File: src/verilog/qld_map.svh
/*
 * Offsets, field positions, codes and timing counts of the queued read
 * and log read decoder.
 * Assumes a 200 MHz clock; included by bare name.
 */
`ifndef QLD_MAP_SVH
`define QLD_MAP_SVH

// ----------------------------------------
// Opcodes
// ----------------------------------------
`define QLD_OP_QREAD     8'h60
`define QLD_OP_LOG_READ  8'h2f
`define QLD_OP_LOG_WRITE 8'h3f

// ----------------------------------------
// Command field positions
// ----------------------------------------
`define QLD_PRIORITY_HI  15
`define QLD_PRIORITY_LO  14
`define QLD_TAG_HI       7
`define QLD_TAG_LO       3
`define QLD_DEV_FORCE    7
`define QLD_DEV_ONE      6
`define QLD_DEV_ZERO     4
`define QLD_DL_COARSE    7

// ----------------------------------------
// Status and error bit positions
// ----------------------------------------
`define QLD_ST_ERR       0
`define QLD_ST_SENSE     1
`define QLD_ST_FAULT     5
`define QLD_ER_ABORT     2
`define QLD_ER_UNC       6

// ----------------------------------------
// Log addresses and sizes
// ----------------------------------------
`define QLD_LOG_DIR      8'h00
`define QLD_LOG_SMART_ER 8'h03
`define QLD_LOG_STATS    8'h04
`define QLD_LOG_SELFTEST 8'h06
`define QLD_LOG_XSELFTST 8'h07
`define QLD_LOG_POWER    8'h08
`define QLD_LOG_PENDING  8'h0c
`define QLD_LOG_CMD_ERR  8'h10
`define QLD_LOG_PHY      8'h11
`define QLD_LOG_NCQ_ND   8'h12
`define QLD_LOG_NCQ_SR   8'h13
`define QLD_LOG_REBUILD  8'h15
`define QLD_LOG_WSTREAM  8'h21
`define QLD_LOG_RSTREAM  8'h22
`define QLD_LOG_CUR_STAT 8'h24
`define QLD_LOG_SAV_STAT 8'h25
`define QLD_LOG_SECTCFG  8'h2f
`define QLD_LOG_IDENT    8'h30
`define QLD_LOG_HOST_LO  8'h80
`define QLD_LOG_HOST_HI  8'h9f
`define QLD_LOG_NAND     8'hd9
`define QLD_HOST_PAGES   17'h00010
`define QLD_OTHER_PAGES  17'h00001

// ----------------------------------------
// Timing
// ----------------------------------------
`define QLD_CLK_NS       200000
`define QLD_MS_NS        1000000
`define QLD_FINE_MS      17'h0000a
`define QLD_COARSE_MS    17'h001f4
`define QLD_FULL_LEN     17'h10000

`endif

File: src/verilog/qld_pkg.sv
/*
 * Types of the queued read and log read decoder.
 * Assumes nothing beyond a SystemVerilog compiler.
 */
package qld_pkg;
	typedef enum logic [1:0] {
		QLD_IDLE,
		QLD_XFER,
		QLD_DONE
	} qld_state_e;

	typedef enum logic [1:0] {
		QLD_PRIORITY_NORMAL = 2'h0,
		QLD_PRIORITY_ISO    = 2'h1,
		QLD_PRIORITY_HIGH   = 2'h2,
		QLD_PRIORITY_RSVD   = 2'h3
	} qld_priority_e;
endpackage

File: src/verilog/qld_fifo.sv
/*
 * Small FIFO between the media/log source and the host data path.
 * Assumes both sides sit on clk_in; read data come from a register.
 */
`timescale 1ns/1ps
module qld_fifo #(
	parameter int WIDTH = 32,
	parameter int DEPTH = 4
) (
	input  wire logic             clk_in,
	input  wire logic             rst_in,
	input  wire logic             in_valid_in,
	input  wire logic [WIDTH-1:0] in_data_in,
	output logic                  in_ready_out,
	output logic                  out_valid_out,
	output logic      [WIDTH-1:0] out_data_out,
	input  wire logic             out_ready_in
);
	localparam int AW = $clog2(DEPTH);
	logic [WIDTH-1:0] mem_q [DEPTH];
	logic [AW-1:0]    wr_q;
	logic [AW-1:0]    rd_q;
	logic [AW:0]      cnt_q;
	logic             push;
	logic             pop;

	// Output register refills whenever it is empty or being taken
	assign push = in_valid_in & in_ready_out;
	assign pop  = (cnt_q != '0) & (~out_valid_out | out_ready_in);

	always_ff @(posedge clk_in) begin
		if (push) begin
			mem_q[wr_q] <= in_data_in;
		end
	end

	always_ff @(posedge clk_in or posedge rst_in) begin
		if (rst_in) begin
			wr_q         <= '0;
			rd_q         <= '0;
			cnt_q        <= '0;
			in_ready_out <= 1'b1;
		end else begin
			if (push) begin
				wr_q <= AW'(wr_q + 1'b1);
			end
			if (pop) begin
				rd_q <= AW'(rd_q + 1'b1);
			end
			cnt_q        <= (AW+1)'(cnt_q + push - pop);
			in_ready_out <= (AW+1)'(cnt_q + push - pop) < (AW+1)'(DEPTH);
		end
	end

	always_ff @(posedge clk_in or posedge rst_in) begin
		if (rst_in) begin
			out_valid_out <= 1'b0;
			out_data_out  <= '0;
		end else if (pop) begin
			out_valid_out <= 1'b1;
			out_data_out  <= mem_q[rd_q];
		end else if (out_ready_in) begin
			out_valid_out <= 1'b0;
		end
	end
endmodule

File: src/verilog/qld_decoder.sv
/*
 * Decoder and sequencer for the queued read and the log read commands.
 * Assumes the command source, the media/log source and the host data
 * sink all run on clk_in; one command is sequenced at a time.
 */
`timescale 1ns/1ps
`include "qld_map.svh"

// How it works
// - Opcode 60h requests a sector run from media and streams it to host.
// - An uncorrectable sector stops the read; nothing past it is sent.
// - Queued read length comes from feature; 0000h means 65536 sectors.
// - Count bits 15:14 give priority: 00b normal, 01b deadline, 10b high.
// - High priority is marked urgent; deadline commands are urgent too.
// - Force flag set means data must come from media, not buffer.
// - Force flag clear lets cached data satisfy the read.
// - Deadline code counts only when priority is 01b.
// - An expired deadline is flagged but the command still completes.
// - Fine code: limit is (bits 6:0 plus one) times 10 ms.
// - Coarse code: limit is (bits 6:0 plus one) times 0.5 s.
// - Status bit 1 is sense data, bit 0 error, bit 5 fault on error.
// - Log read returns the log with one interrupt per page block.
// - Log address is LBA 7:0, page LBA 15:8 and 39:32, count from count.
// - Feature field is ignored by the log read.
// - Known logs recognised; only 15h and 80h-9Fh are writable.
// - Log read or write to address 06h is aborted.
// - Abort log access if feature set is off or count or page invalid.
// - Extended self-test log accepted for reads only, while self-test is enabled.
module qld_decoder #(
	parameter int MS_CYCLES = `QLD_MS_NS / (1000000000 / `QLD_CLK_NS / 1000)
) (
	input  wire logic        clk_in,
	input  wire logic        rst_in,
	input  wire logic        cmd_valid_in,
	input  wire logic [7:0]  cmd_opcode_in,
	input  wire logic [15:0] cmd_feature_in,
	input  wire logic [15:0] cmd_count_in,
	input  wire logic [47:0] cmd_lba_in,
	input  wire logic [7:0]  cmd_completion_deadline_code_in,
	input  wire logic [7:0]  cmd_device_in,
	output logic             cmd_ready_out,
	input  wire logic [4:0]  queue_depth_in,
	input  wire logic        smart_en_in,
	input  wire logic        selftest_en_in,
	input  wire logic        power_cond_en_in,
	input  wire logic        ncq_en_in,
	input  wire logic        rebuild_en_in,
	input  wire logic        stream_en_in,
	input  wire logic        sense_avail_in,
	input  wire logic        fault_in,
	output logic             src_req_out,
	output logic             src_log_out,
	output logic [47:0]      src_lba_out,
	output logic [16:0]      src_len_out,
	output logic             src_force_out,
	output logic             src_urgent_out,
	output logic [1:0]       command_priority_out,
	output logic [4:0]       tag_out,
	input  wire logic        src_valid_in,
	input  wire logic [31:0] src_data_in,
	input  wire logic        src_last_in,
	input  wire logic        src_uncorr_in,
	output logic             src_ready_out,
	output logic             host_valid_out,
	output logic [31:0]      host_data_out,
	input  wire logic        host_ready_in,
	output logic             page_irq_out,
	output logic             deadline_expired_out,
	output logic             done_out,
	output logic [7:0]       status_out,
	output logic [7:0]       error_out
);
	qld_pkg::qld_state_e state_q;
	logic [31:0] busy_q;
	logic [16:0] sect_q;
	logic        stop_q;
	logic        fail_q;
	logic        abort_q;
	logic        irq_q;
	logic [17:0] tick_q;
	logic [16:0] dl_q;
	logic        dl_on_q;
	logic [4:0]  tag;
	logic [7:0]  log_adr;
	logic [15:0] log_page;
	logic        is_q;
	logic        is_log;
	logic        bad;
	logic        push;
	logic        last_sect;
	logic [1:0]  cmd_priority;

	// ----------------------------------------
	// Helpers
	// ----------------------------------------
	function automatic logic [16:0] xfer_len(input logic [15:0] f);
		xfer_len = (f == 16'h0000) ? `QLD_FULL_LEN : {1'b0, f};
	endfunction

	function automatic logic [16:0] limit_ms(input logic [7:0] c);
		logic [16:0] n;
		n = {10'h000, c[6:0]} + 17'h00001;
		limit_ms = c[`QLD_DL_COARSE] ? 17'(n * `QLD_COARSE_MS)
		                              : 17'(n * `QLD_FINE_MS);
	endfunction

	function automatic logic [16:0] log_size(input logic [7:0] a);
		log_size = (a >= `QLD_LOG_HOST_LO && a <= `QLD_LOG_HOST_HI) ?
		           `QLD_HOST_PAGES : `QLD_OTHER_PAGES;
	endfunction

	// Supported and enabled; 06h is never reachable by these commands
	function automatic logic log_ok(input logic [7:0] a);
		case (a)
			`QLD_LOG_DIR, `QLD_LOG_STATS, `QLD_LOG_PENDING,
			`QLD_LOG_CUR_STAT, `QLD_LOG_SAV_STAT, `QLD_LOG_SECTCFG,
			`QLD_LOG_IDENT, `QLD_LOG_PHY, `QLD_LOG_NAND:
				log_ok = 1'b1;
			`QLD_LOG_SMART_ER: log_ok = smart_en_in;
			`QLD_LOG_XSELFTST: log_ok = selftest_en_in;
			`QLD_LOG_POWER:    log_ok = power_cond_en_in;
			`QLD_LOG_CMD_ERR, `QLD_LOG_NCQ_ND, `QLD_LOG_NCQ_SR:
				log_ok = ncq_en_in;
			`QLD_LOG_REBUILD:  log_ok = rebuild_en_in;
			`QLD_LOG_WSTREAM, `QLD_LOG_RSTREAM: log_ok = stream_en_in;
			`QLD_LOG_SELFTEST: log_ok = 1'b0;
			default:
				log_ok = smart_en_in && a >= `QLD_LOG_HOST_LO &&
				         a <= `QLD_LOG_HOST_HI;
		endcase
	endfunction

	function automatic logic log_wr_ok(input logic [7:0] a);
		log_wr_ok = a == `QLD_LOG_REBUILD ||
		            (a >= `QLD_LOG_HOST_LO && a <= `QLD_LOG_HOST_HI);
	endfunction

	// ----------------------------------------
	// Command decode
	// ----------------------------------------
	// Feature field is not looked at for log commands
	assign tag      = cmd_count_in[`QLD_TAG_HI:`QLD_TAG_LO];
	assign cmd_priority = cmd_count_in[`QLD_PRIORITY_HI:`QLD_PRIORITY_LO];
	assign log_adr  = cmd_lba_in[7:0];
	assign log_page = {cmd_lba_in[39:32], cmd_lba_in[15:8]};
	assign is_q     = cmd_opcode_in == `QLD_OP_QREAD;
	assign is_log   = cmd_opcode_in == `QLD_OP_LOG_READ ||
	                  cmd_opcode_in == `QLD_OP_LOG_WRITE;

	always_comb begin
		bad = 1'b0;
		if (is_q) begin
			bad = busy_q[tag] || tag > queue_depth_in;
		end else if (is_log) begin
			bad = !log_ok(log_adr) || cmd_count_in == 16'h0000 ||
			      ({1'b0, log_page} + {1'b0, cmd_count_in}) >
			      log_size(log_adr);
			if (cmd_opcode_in == `QLD_OP_LOG_WRITE &&
			    !log_wr_ok(log_adr)) begin
				bad = 1'b1;
			end
		end else begin
			bad = 1'b1;
		end
	end

	assign push      = src_valid_in & src_ready_out & ~stop_q &
	                   ~src_uncorr_in & (state_q == qld_pkg::QLD_XFER);
	assign last_sect = push & src_last_in & (sect_q == src_len_out - 17'h1);

	// ----------------------------------------
	// Sequencer
	// ----------------------------------------
	always_ff @(posedge clk_in or posedge rst_in) begin
		if (rst_in) begin
			state_q        <= qld_pkg::QLD_IDLE;
			cmd_ready_out  <= 1'b1;
			src_req_out    <= 1'b0;
			src_log_out    <= 1'b0;
			src_lba_out    <= '0;
			src_len_out    <= '0;
			src_force_out  <= 1'b0;
			src_urgent_out <= 1'b0;
			command_priority_out <= '0;
			tag_out        <= '0;
			abort_q        <= 1'b0;
		end else begin
			src_req_out <= 1'b0;
			case (state_q)
				qld_pkg::QLD_IDLE: begin
					if (cmd_valid_in) begin
						cmd_ready_out <= 1'b0;
						abort_q       <= bad;
						src_log_out   <= is_log;
						tag_out       <= is_q ? tag : 5'h00;
						command_priority_out <= is_q ? cmd_priority : 2'h0;
						// Cached copies are fine unless forced
						src_force_out <= is_q &
						    cmd_device_in[`QLD_DEV_FORCE];
						// Deadline work rides the urgent hint
						src_urgent_out <= is_q && cmd_priority !=
						    qld_pkg::QLD_PRIORITY_NORMAL;
						if (is_log) begin
							src_lba_out <= {24'h000000, log_page, log_adr};
							src_len_out <= {1'b0, cmd_count_in};
						end else begin
							src_lba_out <= cmd_lba_in;
							src_len_out <= xfer_len(cmd_feature_in);
						end
						src_req_out <= ~bad;
						state_q <= bad ? qld_pkg::QLD_DONE : qld_pkg::QLD_XFER;
					end
				end
				qld_pkg::QLD_XFER: begin
					// Expiry is only flagged, the run carries on
					if (last_sect || stop_q) begin
						state_q <= qld_pkg::QLD_DONE;
					end
				end
				qld_pkg::QLD_DONE: begin
					state_q       <= qld_pkg::QLD_IDLE;
					cmd_ready_out <= 1'b1;
				end
				default: state_q <= qld_pkg::QLD_IDLE;
			endcase
		end
	end

	// ----------------------------------------
	// Sector count, stop on bad sector
	// ----------------------------------------
	always_ff @(posedge clk_in or posedge rst_in) begin
		if (rst_in) begin
			sect_q <= '0;
			stop_q <= 1'b0;
			fail_q <= 1'b0;
			irq_q  <= 1'b0;
		end else if (state_q != qld_pkg::QLD_XFER) begin
			sect_q <= '0;
			stop_q <= 1'b0;
			irq_q  <= 1'b0;
			if (state_q == qld_pkg::QLD_IDLE) begin
				fail_q <= 1'b0;
			end
		end else begin
			irq_q <= push & src_last_in & src_log_out;
			if (push & src_last_in) begin
				sect_q <= 17'(sect_q + 17'h1);
			end
			if (src_valid_in & src_uncorr_in & ~stop_q) begin
				stop_q <= 1'b1;
				fail_q <= 1'b1;
			end
		end
	end

	// ----------------------------------------
	// Outstanding tags
	// ----------------------------------------
	// One command runs at a time, so the map mostly guards reuse while done
	always_ff @(posedge clk_in or posedge rst_in) begin
		if (rst_in) begin
			busy_q <= '0;
		end else if (state_q == qld_pkg::QLD_IDLE && cmd_valid_in &&
		             is_q && !bad) begin
			busy_q[tag] <= 1'b1;
		end else if (state_q == qld_pkg::QLD_DONE && !src_log_out &&
		             !abort_q) begin
			busy_q[tag_out] <= 1'b0;
		end
	end

	// ----------------------------------------
	// Deadline timer, 1 ms enable from a divider
	// ----------------------------------------
	always_ff @(posedge clk_in or posedge rst_in) begin
		if (rst_in) begin
			tick_q <= '0;
		end else if (tick_q == 18'(MS_CYCLES - 1)) begin
			tick_q <= '0;
		end else begin
			tick_q <= 18'(tick_q + 18'h1);
		end
	end

	always_ff @(posedge clk_in or posedge rst_in) begin
		if (rst_in) begin
			dl_q                 <= '0;
			dl_on_q              <= 1'b0;
			deadline_expired_out <= 1'b0;
		end else if (state_q == qld_pkg::QLD_IDLE) begin
			deadline_expired_out <= 1'b0;
			dl_on_q <= cmd_valid_in && is_q && !bad &&
			    cmd_priority == qld_pkg::QLD_PRIORITY_ISO;
			dl_q    <= limit_ms(cmd_completion_deadline_code_in);
		end else if (dl_on_q && tick_q == 18'(MS_CYCLES - 1)) begin
			if (dl_q == 17'h00001) begin
				deadline_expired_out <= 1'b1;
				dl_on_q              <= 1'b0;
			end
			dl_q <= 17'(dl_q - 17'h1);
		end
	end

	// ----------------------------------------
	// Completion status
	// ----------------------------------------
	always_ff @(posedge clk_in or posedge rst_in) begin
		if (rst_in) begin
			done_out   <= 1'b0;
			status_out <= '0;
			error_out  <= '0;
		end else begin
			done_out <= state_q == qld_pkg::QLD_DONE;
			if (state_q == qld_pkg::QLD_DONE) begin
				status_out <= '0;
				error_out  <= '0;
				status_out[`QLD_ST_SENSE] <= sense_avail_in;
				status_out[`QLD_ST_ERR]   <= abort_q | fail_q | fault_in;
				status_out[`QLD_ST_FAULT] <= (abort_q | fail_q | fault_in) &
				                             fault_in;
				error_out[`QLD_ER_ABORT]  <= abort_q;
				error_out[`QLD_ER_UNC]    <= fail_q;
			end
		end
	end

	assign page_irq_out = irq_q;

	// ----------------------------------------
	// Data path
	// ----------------------------------------
	qld_fifo #(.WIDTH(32), .DEPTH(4)) u_fifo (
		.clk_in        (clk_in),
		.rst_in        (rst_in),
		.in_valid_in   (push),
		.in_data_in    (src_data_in),
		.in_ready_out  (src_ready_out),
		.out_valid_out (host_valid_out),
		.out_data_out  (host_data_out),
		.out_ready_in  (host_ready_in)
	);
endmodule

File: config.mk
export PLATFORM = sky130hd
export DESIGN_NAME = qld_decoder
export DESIGN_NICKNAME = d
export VERILOG_FILES = /design/src/verilog/qld_pkg.sv /design/src/verilog/qld_fifo.sv /design/src/verilog/qld_decoder.sv
export VERILOG_INCLUDE_DIRS = /design/src /design/src/verilog
export SDC_FILE = /design/constraint.sdc
export NUM_CORES = 1
export LEC_CHECK = 0
export BUFFER_PORTS_ARGS = -buffer_cell sky130_fd_sc_hd__buf_2
export CAP_MARGIN = 10
export CORE_UTILIZATION = 55
export CTS_CLUSTER_DIAMETER = 200
export CTS_CLUSTER_SIZE = 25
export DETAILED_ROUTE_END_ITERATION = 8
export GPL_TIMING_DRIVEN = 0
export PLACE_DENSITY = 0.74
export SLEW_MARGIN = 20
export SYNTH_ARGS = -nofsm -noshare
export SYNTH_HDL_FRONTEND = slang
export SYNTH_HIERARCHICAL = 1
export SYNTH_SLANG_ARGS = --single-unit
File: constraint.sdc
create_clock -name clk_in -period 7.64 [get_ports clk_in]
set_input_delay 0.382 -clock clk_in [delete_from_list [all_inputs] [get_ports clk_in]]
set_output_delay 0.382 -clock clk_in [all_outputs]
set_load 0.03 [all_outputs]
==> summary.md <==
| Metric | Value |
|---|---|
| Post-route cell area | `around 21000 µm²` |
| M1 WL | `18860 µm` |
| PnR worst setup slack | `2500 ps` |
| HPWL Detailed | `about 34000 µm` |
| Placed cell areas | `about 20000 µm²` |
| H-Tree Depth | `1` |
| RSZ-0062 raised after global routing | `false` |
| CTS sink count | `between 300 and 400` |
| Vias in the first global route | `13710` |
| Worst Hold Class | `primary input to flip-flop` |
| PortBufs | `265` |
| Share of cells above drive strength 1 | `21.99%` |
| Initial Util | `a little under three fifths` |
| Post-layout min period | `roughly 5100 ps` |
| Placer congestion estimate | `0.9358` |
| Least-Margin Pin Slew | `between 1000 and 1500 ps` |
| DRT Wirelength | `~46000 µm` |
| Slowest-stage cell, CP | `fa_1` |
| DR WL met3 | `2435 µm` |
| Max-slew violation count | `0` |
| TritonCTS clock tree | `built` |
| Switching Power | `1.849 mW` |
| Status | `finished, final reports clean` |
| Residual DRC | `0` |
| DR iter-0 viols | `1050` |
| TritonCTS buffer count | `17` |
| Buf+Inv Stages, Crit Path | `5` |
| Final Hold Viols | `0` |
| Final ANT Viol Nets | `0` |
| Clk pin slew, worst setup/hold paths | `100 ps` |
| Pre-CTS WS | `1918 ps` |
| First-pass GRT wire length | `72690 µm` |
| Die span in y | `184.2 µm` |
| Arr. time, crit path | `5510 ps` |
| Cell class contributing the biggest share of worst-path delay | `adder cells` |
| CP Max Fanout | `8` |
| Nets | `2157` |
| Worst-Skew Late Latency | `520 ps` |
| WP data required | `approximately 8000 ps` |
| Largest net degree at the start of global routing | `104` |
| Cts repair resizes | `0` |
| Pint | `3.392 mW` |
| Post-CTS Setup Bufs | `0` |
| Global Route Usage Sum | `27.28%` |
| Metal2 WL | `23440 µm` |
| TNS Setup | `0 ps` |
| VDD IR-drop max | `0.1476 mV` |
| MaxCap Viol Count | `0` |
| Synth Warn # | `6` |
| Clock root cell | `clkbuf_16` |
| Power Density | `251.6 nW/µm²` |
| Post-synth EDFFs | `128` |
| Setup violators final | `0` |
| Yosys reg bits | `between 300 and 400` |
| Register area share after synthesis | `50.66%` |
| Combinational Power Share | `38.1%` |
| LEAKAGE | `9.027 nW` |
| Total die area | `roughly 34000 µm²` |
| Vias per inst | `roughly 5.8` |
| Grt total ovfl | `0` |
| Clock power share | `between 10% and 20%` |
| Setup CP Type | `primary input to flip-flop` |
| Switching share of power | `between 30% and 40%` |
| Clock buffer depth | `3` |
| Top Metal Used | `met5` |
| DR WL/cell | `just under 20 µm` |
| I/O pin total | `around 290` |
| Total power | `between 5 and 6 mW` |
| Crit-path cells | `buf_2 > clkbuf_1 > nand3_1 > xor2_1 > inv_1 > ha_1 > fa_1 > inv_1 > fa_1 > fa_1 > inv_1 > ha_1 > a21oi_1 > o21bai_1 > a2111oi_0 > o41ai_1 > xor2_1 > a21oi_1 > a21oi_1` |
| Maximum clock rate | `194.5 MHz` |
| Syn-to-layout area delta | `14.08%` |
| CORE AREA | `32620 µm²` |
| Top_reg_cell synth | `dfrtp_1` |
| First drt pass iteration count | `6` |
| Mapped Cells | `between 1500 and 2000` |
| Initial antenna violation count | `4` |
| Critical path's largest stage delay | `approximately 540 ps` |
| Post-synth ARST share | `a little over three fifths` |
| Count of cell types in the netlist | `91` |
| Commonest cells after routing, fill and taps aside | `buf_2, dfrtp_1, nand2_1` |
| Crit path launch type | `primary input` |
| Cell Area, Synth | `18260 µm²` |
| Detailed-route via count | `13560` |
| Slew headroom | `between 20 and 30%` |
| Tcrit/Tclk final | `about two thirds` |
| Clk_skew | `~23 ps` |
| Critical Path Sink Type | `flip-flop` |
| Rows | `66` |
| Hold buffers post-CTS | `1` |
| Die Width | `184.2 µm` |
| Sequential Power Share | `42.8%` |
| Commonest non-fill, non-tap cell in the layout | `buf_2` |
| Synthesized area per cell | `11.45 µm²` |
## sequential cells by signal, summed over array words and instances, names as in the netlist, 2 cells and up
| signal | count |
|---|---|
| busy_q | 32 |
| command_priority_out | 2 |
| dl_q | 17 |
| error_out | 2 |
| sect_q | 17 |
| src_lba_out | 48 |
| src_len_out | 17 |
| state_q | 2 |
| status_out | 3 |
| tag_out | 5 |
| tick_q | 18 |
| u_fifo/cnt_q | 3 |
| u_fifo/mem_q | 128 |
| u_fifo/out_data_out | 32 |
| u_fifo/rd_q | 2 |
| u_fifo/wr_q | 2 |
## logic make-up (layout without fill, tap and decap cells)
| logic type | after synthesis | after routing | synth area share, % |
|---|---|---|---|
| buf+inv | 164 | 464 | 3.919 |
| xor+xnor | 97 | 97 | 4.652 |
| other cells | 1 | 13 | 0.02054 |
| fa+ha+maj | 105 | 105 | 8.181 |
| simple gates | 496 | 496 | 13.71 |
| mux | 104 | 104 | 9.263 |
| flops | 344 | 344 | 50.66 |
| compound gates | 284 | 284 | 9.593 |
## power by group through the flow
stage	Combinational [mW]	Clock (mW)	Sequential (mW)
5_1_grt	2.17	1.07	2.27
3_5_place_dp	1.99	0	2.28
2_1_floorplan	1.20	0	2.54
3_3_place_gp	1.93	0	2.27
4_1_cts	2.01	1.02	2.24
6_report	2.00	1.00	2.25
## stage by stage
| stage | hold WS, ps | utilization [%] | instances |
|---|---|---|---|
| 6_report | 57.36 | 63.87 | 2349 |
| 3_3_place_gp | 444.0 | 61.86 | 2312 |
| 2_1_floorplan | 423.3 | - | 1605 |
| 3_5_place_dp | 447.3 | 62.36 | 2318 |
| 5_1_grt | 71.93 | 63.87 | 2349 |
| 4_1_cts | 44.14 | 63.85 | 2347 |
## path summary, 6_finish.rpt
kind / startpoint / to / slack, ps / cells past startpoint
worst min register to register: status_out[1] / status_out[1] / 490 / 2
worst min-delay path: sense_avail_in / status_out[1] / 60 / 3
worst max register to register: src_len_out[0] / state_q[1] / 4430 / 9
min in group asynchronous: rst_in / page_irq_out / 490 / 3
max in group asynchronous: rst_in / dl_q[11] / 6250 / 4
worst max-delay path: cmd_completion_deadline_code_in[0] / dl_q[15] / 2500 / 19
## per-layer routing
layer / global-route usage, % / up-vias
met5: 0 / -
met4: 6.867 / 4
met3: 3.675 / 96
met2: 48.79 / 469
met1: 34.91 / 6694
li1: - / 6301
## cell usage after synthesis, types with 31 or more instances
master	instances	share of area, %
nand3_1	39	1.1
edfxtp_1	128	21
dfrtp_1	214	29
a21oi_1	82	2.2
mux4_2	36	4.4
o21ai_0	89	2.4
mux2i_1	31	1.7
inv_1	93	1.9
nor2_1	66	1.4
xor2_1	40	1.9
ha_1	81	5.5
nand2_1	208	4.3
xnor2_1	57	2.7
clkbuf_1	41	0.84
## worst min-delay path, stage by stage
cell	delay (ps)
buf_2	80
nand2_1	40
nand2_1	50
## area by class of cell
cell class / count / area, µm²
antenna: 2 / 5.005
buffer: 71 / 366.6
tap: 442 / 553.0
sequential: 344 / 9251
timing repair buffer: 272 / 1486
multi-input combinational: 1097 / 8337
inverter: 93 / 356.6
clock inverter: 2 / 17.52
clock buffer: 26 / 459.2
fill: 2574 / 11790
No activity file was read; power rests on OpenSTA's default activity.
